`src/verilog/tcw_pkg.sv`:
```
/*
  tcw_pkg: shared constants and types for the timer-counter waveform unit.
  Assumes a byte-addressed register port with 32-bit data words.
*/
`default_nettype none
package tcw_pkg;
  // register byte offsets
  localparam logic [7:0] TCW_OFS_CTRLA = 8'h00; // enable, size, wave mode, one-shot
  localparam logic [7:0] TCW_OFS_CONTROL_B_REGISTER_SET = 8'h04; // read: direction; write: set dir, command
  localparam logic [7:0] TCW_OFS_CONTROL_B_REGISTER_CLR = 8'h08; // write one clears direction
  localparam logic [7:0] TCW_OFS_TRIG_CTRL = 8'h0C; // input action, wrap event enable
  localparam logic [7:0] TCW_OFS_IRQ_FLAG = 8'h10; // sticky flags, write one to clear
  localparam logic [7:0] TCW_OFS_IRQ_MASK = 8'h14; // same layout as flags
  localparam logic [7:0] TCW_OFS_STATUS = 8'h18; // stop, follower, running
  localparam logic [7:0] TCW_OFS_COUNT = 8'h1C;
  localparam logic [7:0] TCW_OFS_CYCLE = 8'h20; // cycle length value, 8-bit mode
  localparam logic [7:0] TCW_OFS_CMP0 = 8'h24; // first compare value
  localparam logic [7:0] TCW_OFS_CMP1 = 8'h28;
  // field positions
  localparam int TCW_B_DIR = 0; // direction bit in control b
  localparam int TCW_B_CMD = 6; // command field low bit in control b set
  localparam int TCW_B_WRAP_OE = 8; // wrap trigger output enable in trigger control
  localparam int TCW_B_FLG_WRAP = 0; // wrap flag
  localparam int TCW_B_FLG_MC = 4; // match/capture flags start here
  localparam int TCW_B_ST_STOP = 0;
  localparam int TCW_B_ST_FOLLOW = 1;
  localparam int TCW_B_ST_RUN = 2;
  // commands and input actions
  localparam logic [1:0] TCW_CMD_RESTART = 2'h1;
  localparam logic [1:0] TCW_CMD_STOP = 2'h2;
  localparam logic [1:0] TCW_ACT_RESTART = 2'h1;
  localparam logic [1:0] TCW_ACT_COUNT = 2'h2;
  // reset values and full-scale limits
  localparam logic [31:0] TCW_RST_ZERO = 32'h0000_0000;
  localparam logic [31:0] TCW_RST_CYCLE = 32'h0000_00FF;
  localparam logic [31:0] TCW_MAX16 = 32'h0000_FFFF;
  localparam logic [31:0] TCW_MAX32 = 32'hFFFF_FFFF;
  // counter size and waveform encodings
  typedef enum logic [1:0] {TCW_SZ16 = 2'h0, TCW_SZ8 = 2'h1, TCW_SZ32 = 2'h2, TCW_SZRSV = 2'h3} tcw_size_t;
  typedef enum logic [1:0] {TCW_WV_MATCH = 2'h0, TCW_WV_FIRST = 2'h1, TCW_WV_SLOPE = 2'h2, TCW_WV_RSV = 2'h3} tcw_wave_t;
  // control a layout
  typedef struct packed {
    logic [24:0] rsv;
    logic one_shot;
    tcw_wave_t wave;
    tcw_size_t size;
    logic enable;
  } tcw_ctrla_t;
  // register port request
  typedef struct packed {
    logic [7:0] addr;
    logic [31:0] wdata;
    logic wr;
    logic rd;
  } tcw_req_t;
endpackage
`default_nettype wire

```
`src/verilog/tcw_unit.sv`:
```
/*
  tcw_unit: one timer-counter unit with up/down counting, one-shot, stop and
  restart commands, three waveform modes, wrap event, interrupt and pairing.
  Assumes a same-clock register master, and a partner unit on the same clock.
*/
// Local design decisions: the address-and-strobe port and the register addresses.
// What this block does
// - up count wraps to zero after top
// - down count reloads top at zero
// - one-shot halts after first wraparound
// - direction bit: clear up, set down
// - one step per tick, clock or event
// - upward wrap sets wrap flag
// - wrap event only when output enabled
// - count write beats count, clear, reload
// - start from zero or top by direction
// - stop loads start, clears waves, sets stop
// - restart from software or input event
// - match mode period: cycle length or max
// - match toggles output, sets match flag
// - first compare sets period, toggles out0
// - up slope: high at top, low at compare
// - down slope: low at zero, high compare
// - even unit configures pair, odd follows
// - follower count, compares read zero; writes dropped
`timescale 1ns/1ps
`default_nettype none
module tcw_unit
  import tcw_pkg::*;
#(
  parameter bit ODD_UNIT = 1'b0 // odd-numbered unit of a pair
) (
  // clock and reset
  input wire logic i_clk_sys,
  input wire logic i_resetn,
  // register port
  input wire logic [7:0] i_addr,
  input wire logic [31:0] i_wdata,
  input wire logic i_wr,
  input wire logic i_rd,
  output logic [31:0] o_rdata,
  // events and pairing
  input wire logic i_evt,
  input wire logic i_pair_32,
  output logic o_pair_32,
  output logic o_wrap_evt,
  // waveform and interrupt
  output logic [1:0] o_wave,
  output logic o_irq
);

  // returns the full-scale limit for the selected size
  function automatic logic [31:0] size_max(input tcw_size_t sz, input logic [31:0] cyc);
    case (sz)
      TCW_SZ8: size_max = {24'h00_0000, cyc[7:0]};
      TCW_SZ32: size_max = TCW_MAX32;
      default: size_max = TCW_MAX16;
    endcase
  endfunction

  tcw_req_t req; // bundled register request
  tcw_ctrla_t ctrla_r; // configuration
  logic dir_r; // 1 = count down
  logic [1:0] act_r; // input trigger action
  logic wrap_oe_r; // wrap trigger output enable
  logic [31:0] count_r;
  logic [31:0] cycle_r;
  logic [31:0] cmp_r [2]; // compare values
  logic [5:0] flag_r; // irq flag register
  logic [5:0] mask_r;
  logic stop_r; // stop status
  logic run_r; // counter running
  logic follow_r; // follower status
  logic cnt_wr_r; // software wrote count since last start
  logic [31:0] max_c; // full-scale limit
  logic [31:0] top_c; // active top value
  logic [31:0] start_c; // direction-dependent start value
  logic follower; // this unit is a follower
  logic cnt_wr, stop_cmd, restart, start_en, tick, wrap, wrap_up;
  logic [1:0] match;
  logic [5:0] flag_set, flag_clr;

  assign req = '{addr: i_addr, wdata: i_wdata, wr: i_wr, rd: i_rd};

  // period source per wave mode and size
  always_comb begin
    max_c = size_max(ctrla_r.size, cycle_r);
    top_c = (ctrla_r.wave == TCW_WV_FIRST) ? (cmp_r[0] & max_c) : max_c;
    start_c = dir_r ? top_c : TCW_RST_ZERO;
  end

  // command and tick decode; follower ignores counter writes and never runs
  assign follower = ODD_UNIT && i_pair_32;
  assign cnt_wr = req.wr && req.addr == TCW_OFS_COUNT && !follower;
  assign stop_cmd = req.wr && req.addr == TCW_OFS_CONTROL_B_REGISTER_SET && run_r && !follower
    && req.wdata[TCW_B_CMD +: 2] == TCW_CMD_STOP;
  assign restart = !follower && ((req.wr && req.addr == TCW_OFS_CONTROL_B_REGISTER_SET
    && req.wdata[TCW_B_CMD +: 2] == TCW_CMD_RESTART) || (i_evt && act_r == TCW_ACT_RESTART));
  assign start_en = req.wr && req.addr == TCW_OFS_CTRLA && req.wdata[0] && !run_r && !follower;
  assign tick = run_r && !follower && (act_r == TCW_ACT_COUNT ? i_evt : 1'b1);
  assign wrap = tick && (dir_r ? count_r == TCW_RST_ZERO : count_r == top_c) && !cnt_wr && !stop_cmd && !restart;
  assign wrap_up = wrap && !dir_r;
  assign match[0] = tick && count_r == (cmp_r[0] & max_c);
  assign match[1] = tick && count_r == (cmp_r[1] & max_c);

  // counter value: software write first, then stop, restart, start, counting
  always_ff @(posedge i_clk_sys or negedge i_resetn) begin
    if (!i_resetn) begin
      count_r <= TCW_RST_ZERO;
    end else if (cnt_wr) begin
      count_r <= req.wdata & max_c;
    end else if (stop_cmd || restart) begin
      count_r <= start_c;
    end else if (start_en && !cnt_wr_r && count_r == TCW_RST_ZERO) begin
      count_r <= start_c;
    end else if (wrap) begin
      count_r <= dir_r ? top_c : TCW_RST_ZERO;
    end else if (tick) begin
      count_r <= dir_r ? count_r - 32'h0000_0001 : count_r + 32'h0000_0001;
    end
  end

  // remembers a software count write so a start keeps that value
  always_ff @(posedge i_clk_sys or negedge i_resetn) begin
    if (!i_resetn) begin
      cnt_wr_r <= 1'b0;
    end else if (cnt_wr) begin
      cnt_wr_r <= 1'b1;
    end else if (start_en || restart || stop_cmd) begin
      cnt_wr_r <= 1'b0;
    end
  end

  // run state; one-shot drops it after the first wrap
  always_ff @(posedge i_clk_sys or negedge i_resetn) begin
    if (!i_resetn) begin
      run_r <= 1'b0;
    end else if (stop_cmd) begin
      run_r <= 1'b0;
    end else if (restart) begin
      run_r <= 1'b1;
    end else if (req.wr && req.addr == TCW_OFS_CTRLA && !follower) begin
      run_r <= req.wdata[0];
    end else if (wrap && ctrla_r.one_shot) begin
      run_r <= 1'b0;
    end
  end

  // stop status: hardware set and cleared by starting again
  always_ff @(posedge i_clk_sys or negedge i_resetn) begin
    if (!i_resetn) begin
      stop_r <= 1'b1;
    end else if (stop_cmd || (wrap && ctrla_r.one_shot)) begin
      stop_r <= 1'b1;
    end else if (restart || start_en) begin
      stop_r <= 1'b0;
    end
  end

  // software-owned configuration registers
  always_ff @(posedge i_clk_sys or negedge i_resetn) begin
    if (!i_resetn) begin
      ctrla_r <= '0;
      dir_r <= 1'b0;
      act_r <= 2'h0;
      wrap_oe_r <= 1'b0;
      cycle_r <= TCW_RST_CYCLE;
      cmp_r[0] <= TCW_RST_ZERO;
      cmp_r[1] <= TCW_RST_ZERO;
      mask_r <= 6'h00;
    end else if (req.wr && !follower) begin
      // a follower's writes are dropped so the paired counter is untouched
      unique case (req.addr)
        TCW_OFS_CTRLA: ctrla_r <= tcw_ctrla_t'({25'h000_0000, req.wdata[6:0]});
        TCW_OFS_CONTROL_B_REGISTER_SET: dir_r <= dir_r | req.wdata[TCW_B_DIR];
        TCW_OFS_CONTROL_B_REGISTER_CLR: dir_r <= dir_r & ~req.wdata[TCW_B_DIR];
        TCW_OFS_TRIG_CTRL: begin
          act_r <= req.wdata[1:0];
          wrap_oe_r <= req.wdata[TCW_B_WRAP_OE];
        end
        TCW_OFS_IRQ_MASK: mask_r <= req.wdata[5:0];
        TCW_OFS_CYCLE: cycle_r <= {24'h00_0000, req.wdata[7:0]};
        TCW_OFS_CMP0: cmp_r[0] <= req.wdata;
        TCW_OFS_CMP1: cmp_r[1] <= req.wdata;
        default: ;
      endcase
    end
  end

  // sticky flags; a set in the clearing cycle wins
  assign flag_set = {match, 3'b000, wrap_up};
  // a follower drops every write, the flag clear included
  assign flag_clr = (req.wr && req.addr == TCW_OFS_IRQ_FLAG && !follower) ? req.wdata[5:0] : 6'h00;
  always_ff @(posedge i_clk_sys or negedge i_resetn) begin
    if (!i_resetn) begin
      flag_r <= 6'h00;
    end else begin
      flag_r <= (flag_r & ~flag_clr) | flag_set;
    end
  end

  // waveform generation per mode; stop clears both outputs
  always_ff @(posedge i_clk_sys or negedge i_resetn) begin
    if (!i_resetn) begin
      o_wave <= 2'b00;
    end else if (stop_cmd) begin
      o_wave <= 2'b00;
    end else if (ctrla_r.wave == TCW_WV_MATCH) begin
      o_wave <= o_wave ^ match;
    end else if (ctrla_r.wave == TCW_WV_FIRST) begin
      o_wave[0] <= o_wave[0] ^ wrap;
    end else if (ctrla_r.wave == TCW_WV_SLOPE) begin
      for (int i = 0; i < 2; i++) begin
        if (restart || start_en) begin
          o_wave[i] <= !dir_r;
        end else if (match[i]) begin
          o_wave[i] <= dir_r;
        end else if (tick && !dir_r && count_r == top_c) begin
          o_wave[i] <= 1'b1;
        end else if (tick && dir_r && count_r == TCW_RST_ZERO) begin
          o_wave[i] <= 1'b0;
        end
      end
    end
  end

  // event, interrupt and pairing outputs, all registered
  always_ff @(posedge i_clk_sys or negedge i_resetn) begin
    if (!i_resetn) begin
      o_wrap_evt <= 1'b0;
      o_irq <= 1'b0;
      o_pair_32 <= 1'b0;
      follow_r <= 1'b0;
    end else begin
      o_wrap_evt <= wrap && wrap_oe_r;
      o_irq <= |(flag_r & mask_r);
      o_pair_32 <= !ODD_UNIT && ctrla_r.size == TCW_SZ32;
      follow_r <= follower;
    end
  end

  // read data one cycle after the strobe; unmapped and follower counter read zero
  always_ff @(posedge i_clk_sys or negedge i_resetn) begin
    if (!i_resetn) begin
      o_rdata <= TCW_RST_ZERO;
    end else if (req.rd) begin
      unique case (req.addr)
        TCW_OFS_CTRLA: o_rdata <= ctrla_r;
        TCW_OFS_CONTROL_B_REGISTER_SET: o_rdata <= {31'h0000_0000, dir_r};
        TCW_OFS_TRIG_CTRL: o_rdata <= {23'h00_0000, wrap_oe_r, 6'h00, act_r};
        TCW_OFS_IRQ_FLAG: o_rdata <= {26'h000_0000, flag_r};
        TCW_OFS_IRQ_MASK: o_rdata <= {26'h000_0000, mask_r};
        TCW_OFS_STATUS: o_rdata <= {29'h0000_0000, run_r, follow_r, stop_r};
        TCW_OFS_COUNT: o_rdata <= follower ? TCW_RST_ZERO : count_r;
        TCW_OFS_CYCLE: o_rdata <= cycle_r;
        TCW_OFS_CMP0: o_rdata <= follower ? TCW_RST_ZERO : cmp_r[0];
        TCW_OFS_CMP1: o_rdata <= follower ? TCW_RST_ZERO : cmp_r[1];
        default: o_rdata <= TCW_RST_ZERO;
      endcase
    end else begin
      o_rdata <= TCW_RST_ZERO;
    end
  end
endmodule
`default_nettype wire

```
`config.mk`:
```
export PLATFORM = sky130hd
export DESIGN_NAME = tcw_unit
export DESIGN_NICKNAME = d
export VERILOG_FILES = /design/src/verilog/tcw_pkg.sv /design/src/verilog/tcw_unit.sv
export SDC_FILE = /design/constraint.sdc
export NUM_CORES = 1
export LEC_CHECK = 0
export BUFFER_PORTS_ARGS = -buffer_cell sky130_fd_sc_hd__buf_2
export CORE_MARGIN = 2
export CORE_UTILIZATION = 57
export CTS_BUF_LIST = sky130_fd_sc_hd__clkbuf_4 sky130_fd_sc_hd__clkbuf_8
export CTS_CLUSTER_SIZE = 28
export DETAILED_ROUTE_END_ITERATION = 8
export PLACE_DENSITY_LB_ADDON = 0.05
export REMOVE_ABC_BUFFERS = 1
export SLEW_MARGIN = 20
export SYNTH_ARGS = -nofsm -noshare
export SYNTH_HDL_FRONTEND = slang
export SYNTH_SLANG_ARGS = --single-unit
```
`constraint.sdc`:
```
create_clock -name i_clk_sys -period 4.4 [get_ports i_clk_sys]
set_input_delay 0.44 -clock i_clk_sys [delete_from_list [all_inputs] [get_ports i_clk_sys]]
set_output_delay 0.44 -clock i_clk_sys [all_outputs]
set_load 0.02 [all_outputs]
```
==> results of run 1 <==
[synth_stat cells (7+ instances only)]
library cell / count / share of area
a21o_1: 17 / 0.010
nand3_1: 34 / 0.014
buf_1: 12 / 0.0037
o21a_1: 8 / 0.0049
nor4bb_1: 21 / 0.017
mux2i_1: 15 / 0.012
a32oi_1: 10 / 0.0071
nand2b_1: 17 / 0.0087
ha_1: 37 / 0.038
o21ai_0: 67 / 0.027
mux2_2: 88 / 0.081
a222oi_1: 28 / 0.023
nor4_1: 27 / 0.014
a31oi_1: 28 / 0.014
nor3_1: 35 / 0.014
and2_1: 10 / 0.0051
nand4_1: 35 / 0.018
nand2_1: 100 / 0.031
dfstp_2: 9 / 0.019
a211oi_1: 23 / 0.014
o211ai_1: 15 / 0.0092
xor2_1: 11 / 0.0079
buf_2: 10 / 0.0041
o31ai_1: 7 / 0.0043
xnor2_1: 48 / 0.034
dfrtp_1: 158 / 0.32
clkbuf_1: 83 / 0.025
inv_1: 43 / 0.013
nor2b_1: 15 / 0.0077
and3_1: 17 / 0.0087
nor2_1: 113 / 0.035
a21oi_1: 68 / 0.028
a31o_2: 7 / 0.0050
a21boi_0: 17 / 0.010
a211o_1: 16 / 0.011
a22oi_1: 32 / 0.020
[worst max-delay path, delay by kind of cell, from the launching register on]
family	cells	cell delay (ns)
AND/OR/NAND/NOR	5	1.60
AO/OA/AOI/OAI	4	0.89
buffers and inverters	3	0.72
flip-flops	1	0.46
adder cells (fa/ha/maj)	1	0.31
[final cells by class]
| type | instances | area [µm²] | area share |
|---|---|---|---|
| clock buffer | 19 | 262 | 0.0195 |
| sequential | 167 | 4190 | 0.313 |
| inverter | 43 | 161 | 0.0121 |
| tap | 275 | 344 | 0.0257 |
| timing repair buffer | 125 | 800 | 0.0597 |
| multi-input combinational | 1072 | 7500 | 0.560 |
| clock inverter | 13 | 129 | 0.00962 |
[final timing paths]
kind,startpoint,to,slack (ns),cells after the start
min,i_resetn,cmp_r[25],0.06,1
max,ctrla_r[4],count_r[26],0.29,13
max in group asynchronous,i_resetn,cycle_r[4],3.39,2
min reg2reg,ctrla_r[0],ctrla_r[0],0.51,2
max reg2reg,ctrla_r[4],count_r[26],0.29,13
min in group i_clk_sys,i_wdata[30],cmp_r[62],0.22,2
[registers in the layout, indices dropped and copies added (netlist names), 2 cells and up, named ones only]
signal / cells
o_rdata: 32
count_r: 32
ctrla_r: 7
act_r: 2
o_wave: 2
flag_r: 6
cycle_r: 8
cmp_r: 64
mask_r: 6
[per-stage QoR]
step	area, µm²	total power [mW]	setup WS, ns
2_1_floorplan	11800	4.32	-0.0209
3_3_place_gp	13000	5.38	0.577
3_5_place_dp	13000	5.41	0.477
4_1_cts	13400	6.56	0.448
5_1_grt	13400	7.05	0.0482
6_report	13400	6.68	0.288
[layer usage]
| layer | track usage | vias up | routed length [µm] |
|---|---|---|---|
| met5 | 0 | - | 0 |
| met4 | 0.108 | 0 | 1080 |
| met3 | 0.0745 | 96 | 4370 |
| met2 | 0.535 | 696 | 17800 |
| met1 | 0.570 | 5844 | 18700 |
| li1 | - | 5351 | - |
[power by group]
group / switching [mW] / total [mW] / internal [mW]
Sequential: 0.546 / 2.27 / 1.72
Combinational: 1.91 / 3.27 / 1.36
Clock: 0.692 / 1.14 / 0.449
Total: 3.15 / 6.68 / 3.53
[logic make-up after synthesis]
family	after synthesis	share of synthesized area
adders and majority gates	38	0.0394
xor gates and xnor gates	59	0.0422
muxes	103	0.0931
DFF	167	0.342
and+or+nand+nor	461	0.198
buffers and inverters	151	0.0485
AOI/OAI and AO/OA	411	0.237
==> results.json, run 1 <==
{
  "status": "complete, no violations",
  "yosysWarnings": 0,
  "ir_drop_uv": 300,
  "avgViaCountPerCell": 6.99,
  "synth-seq-area-share": 0.342,
  "syn_inst": 1390,
  "worstPathArrival_ns": 4.47,
  "place_inst": 1681,
  "hold_path.class": "in -> async",
  "crit_fanout": 25,
  "io_buffers": 81,
  "route.detailed.drc": 0,
  "crit_path_start_kind": "flop",
  "dr.pass1.iters": 9,
  "antenna_found_initial": 1,
  "post_drt_wl_per_cell_um": 24.5,
  "fmax_mhz": 243,
  "fin_util": 0.635,
  "required_ns": 4.76,
  "fin_crit_sh": 0.935,
  "dominantRegCellSynth": "dfrtp_1",
  "timing.hold.ws_ns": 0.0569,
  "final.setup.tns_ns": 0,
  "root_buffer": "clkbuf_8",
  "clkTransAtPathRegs_ns": 0.11,
  "end_kind": "flop",
  "skew_ns": 0.0178,
  "drtIter0Drc": 1564,
  "final_cell_mix": "157 x dfrtp_1, 112 x nor2_1, 100 x nand2_1, 88 x mux2_2, 80 x buf_2",
  "cpMostUsedCell": "buf_4",
  "grt_max_degree": 101,
  "grt_pass1_wl_um": 63900,
  "gp_routability_congestion": 0.942,
  "ys_async_sr_fraction": 1.00,
  "ys_types": 78,
  "final_common_cell": "dfrtp_1",
  "critical_path_class": "reg -> reg",
  "fill_cells": 1814,
  "rows": 53,
  "hold_buffers": 0,
  "num_vias": 12000,
  "maxCapViolCount": 0,
  "grt_remaining_overflow": 0,
  "die_h_um": 151,
  "h-tree-depth": 4,
  "syn_area_per_cell_um2": 8.82,
  "fin_nets": 1510,
  "dp_hpwl_um": 29800,
  "grt_pass1_vias": 10700,
  "antenna_left": 0,
  "diodes": 0,
  "hold_viol": 0,
  "slew_headroom": 0.330,
  "worst_slew_pin_slew_ns": 1.00,
  "ctsResizeCount": 0,
  "postCtsSetupBuffers": 0,
  "slew_violations": 0,
  "syn_to_final_growth_pct": 9.24,
  "io_pins": 83,
  "rsz0062_at_grt": "false",
  "die_area_mm2": 0.0227,
  "fin_crit_ns": 4.11,
  "track_usage": 0.374,
  "setup_viol": 0,
  "static-leakage-power_nw": 5.68,
  "routed_wirelength_um": 42000,
  "syn_area_mm2": 0.0123,
  "die_w_um": 151,
  "clk_path_buf_depth": 2,
  "power_density_mw_per_mm2": 499,
  "synth_edf_count": 0,
  "max_stage_delay_ns": 0.56,
  "worstSkewPairLatency_ns": 0.49,
  "cts_buffers": 17,
  "crit_slowest_cell": "nor4_1",
  "stdcell_count": 1714,
  "clock-sinks": 167,
  "crit_chain": "inv_1, ha_2, buf_4, nor2b_1, nor3_1, a211oi_1, nand4_1, nor4_1, a31oi_1, and2_1, buf_4, a221oi_1, o21ai_0",
  "synth_seq_cells": 167,
  "start_util": 0.581,
  "drive_above_1_share": 0.194,
  "coreArea_mm2": 0.0211,
  "cts_tree": "done"
}
(Power assumes the default switching activity.)
==> inputs of run 2 (changes only) <==
- CORE_ASPECT_RATIO: default -> 0.7
==> run 2 against run 1 <==
Compared with the run above:
- routed wire length grew 6.8%
- sequential power hardly changed
- register-to-register slack improved by 0.12 ns
- maximum frequency up 3.0%
- clock power grew 31%
- combinational power rose by 4%
- critical endpoint is now count_r[22]
- highest routed layer is now met5
==> results.json, run 2 (same netlist as run 1, synthesis figures left out) <==
{
  "gp_routability_congestion": 1.02,
  "cpMostUsedCell": "buf_4",
  "end_kind": "flop",
  "fin_crit_sh": 0.907,
  "p_int_mw": 3.95,
  "power_density_mw_per_mm2": 532,
  "start_util": 0.586,
  "coreArea_mm2": 0.0209,
  "slew_headroom": 0.306,
  "crit_slowest_cell": "o32ai_1",
  "fin_util": 0.647,
  "clkTransAtPathRegs_ns": 0.10,
  "cp-startpoint": "ctrla_r[2]",
  "io_buffers": 81,
  "syn_to_final_growth_pct": 10.4,
  "final_cell_mix": "157 x dfrtp_1, 112 x nor2_1, 100 x nand2_1, 88 x mux2_2, 80 x buf_2",
  "cp_num_buf_inv": 3,
  "antenna_left": 0,
  "largest_register_ffs": 64,
  "r2r_end": "count_r[22]",
  "grt_max_degree": 93,
  "reg2reg_depth": 13,
  "die_h_um": 127,
  "critical_path_class": "reg -> reg",
  "io_pins": 83,
  "drtIter0Drc": 1759,
  "avgViaCountPerCell": 7.11,
  "crit_fanout": 12,
  "regMostFlops": "cmp_r",
  "cp.depth": 13,
  "grt_pass1_wl_um": 67500,
  "reg2reg_from": "ctrla_r[2]",
  "rows": 44,
  "power.switching_mw": 3.25,
  "routed_wirelength_um": 44800,
  "static-leakage-power_nw": 5.74,
  "power_frac_comb": 0.475,
  "fin_nets": 1508,
  "post_drt_wl_per_cell_um": 26.2,
  "cts_tree": "done",
  "dr.pass1.iters": 8,
  "worstSkewPairLatency_ns": 0.51,
  "route.detailed.drc": 0,
  "final_common_cell": "dfrtp_1",
  "crit_chain": "inv_1, ha_1, nand2b_1, mux2_2, o32ai_1, nand4_1, nor4_1, a31oi_1, buf_4, nand2_1, buf_4, mux2i_1, a21oi_1",
  "grt_pass1_vias": 10900,
  "multi_input_area_mm2": 0.00750,
  "h-tree-depth": 4,
  "status": "complete, no violations",
  "wl_met2_um": 17200,
  "ir_drop_uv": 283,
  "setup_viol": 0,
  "required_ns": 4.77,
  "maxCapViolCount": 0,
  "slew_violations": 0,
  "clock-sinks": 167,
  "r2r_slack_ns": 0.41,
  "ctsResizeCount": 0,
  "clk_path_buf_depth": 2,
  "met3WireLength_um": 7280,
  "hold_viol": 0,
  "fmax_mhz": 251,
  "drive_above_1_share": 0.193,
  "netSwitchingFraction": 0.451,
  "final.setup.tns_ns": 0,
  "drt-met1-wl_um": 19600,
  "hold_path.class": "in -> async",
  "top_layer": "met5",
  "path_delay_family": "simple AND/OR/NAND/NOR gates",
  "track_usage": 0.399,
  "top_regs": "cmp_r x64, count_r x32, o_rdata x32",
  "die_area_mm2": 0.0227,
  "dp_hpwl_um": 32300,
  "pwr-share-clk": 0.208,
  "hold_buffers": 0,
  "crit_path_start_kind": "flop",
  "fin_crit_ns": 3.99,
  "worst_slew_pin_slew_ns": 1.04,
  "endpoint": "count_r[22]",
  "max_stage_delay_ns": 0.52,
  "regArea_mm2": 0.00419,
  "antenna_found_initial": 3,
  "grt_remaining_overflow": 0,
  "num_vias": 12200,
  "fill_cells": 1806,
  "seq_power_share": 0.318,
  "rsz0062_at_grt": "false",
  "cts_buffers": 17,
  "die_w_um": 179,
  "worstPathArrival_ns": 4.36,
  "root_buffer": "clkbuf_8",
  "postCtsSetupBuffers": 0,
  "skew_ns": 0.0182
}
run 2: through the flow:
stage	std cells	setup slack [ns]	instance area [µm²]	power (mW)	hold WS [ns]
after global placement	1680	0.691	13000	5.46	0.489
final	1714	0.408	13500	7.19	0.0246
after CTS	1712	0.590	13500	7.00	0.0357
after global routing	1713	0.276	13500	7.53	0.0773
after detailed placement	1680	0.621	13000	5.51	0.487
after floorplan	1282	-0.0209	11800	4.32	0.144
run 2: cell type report:
type                    count  area share
multi-input cells        1072       0.555
flip-flops and latches    167       0.310
repair buffers            123      0.0589
well taps                 276      0.0255
clock inverters            12      0.0202
clock buffers              20      0.0190
inverters                  43      0.0119
diodes                      1    0.000185
run 2: worst min path at each step:
stage / from / endpoint / cells past startpoint
after floorplan: i_resetn / asynchronous set/reset pin / 0
after global placement: ctrla_r[6] / ctrla_r[6] / 1
after detailed placement: ctrla_r[0] / ctrla_r[0] / 2
after CTS: i_resetn / o_rdata[28] / 1
after global routing: i_resetn / o_rdata[28] / 1
final: i_resetn / o_rdata[28] / 1
run 2: layer usage:
layer / GRT usage / up-vias
li1: - / 5350
met1: 0.632 / 5900
met2: 0.497 / 867
met3: 0.152 / 67
met4: 0.0963 / 2
met5: 0 / -
run 2: power groups by stage:
stage          clock network [mW]  logic [mW]  registers [mW]
6_report                     1.49        3.41            2.28
5_1_grt                      1.56        3.66            2.31
4_1_cts                      1.50        3.26            2.24
3_5_place_dp                    0        3.24            2.27
3_3_place_gp                    0        3.20            2.26
2_1_floorplan                   0        2.18            2.14
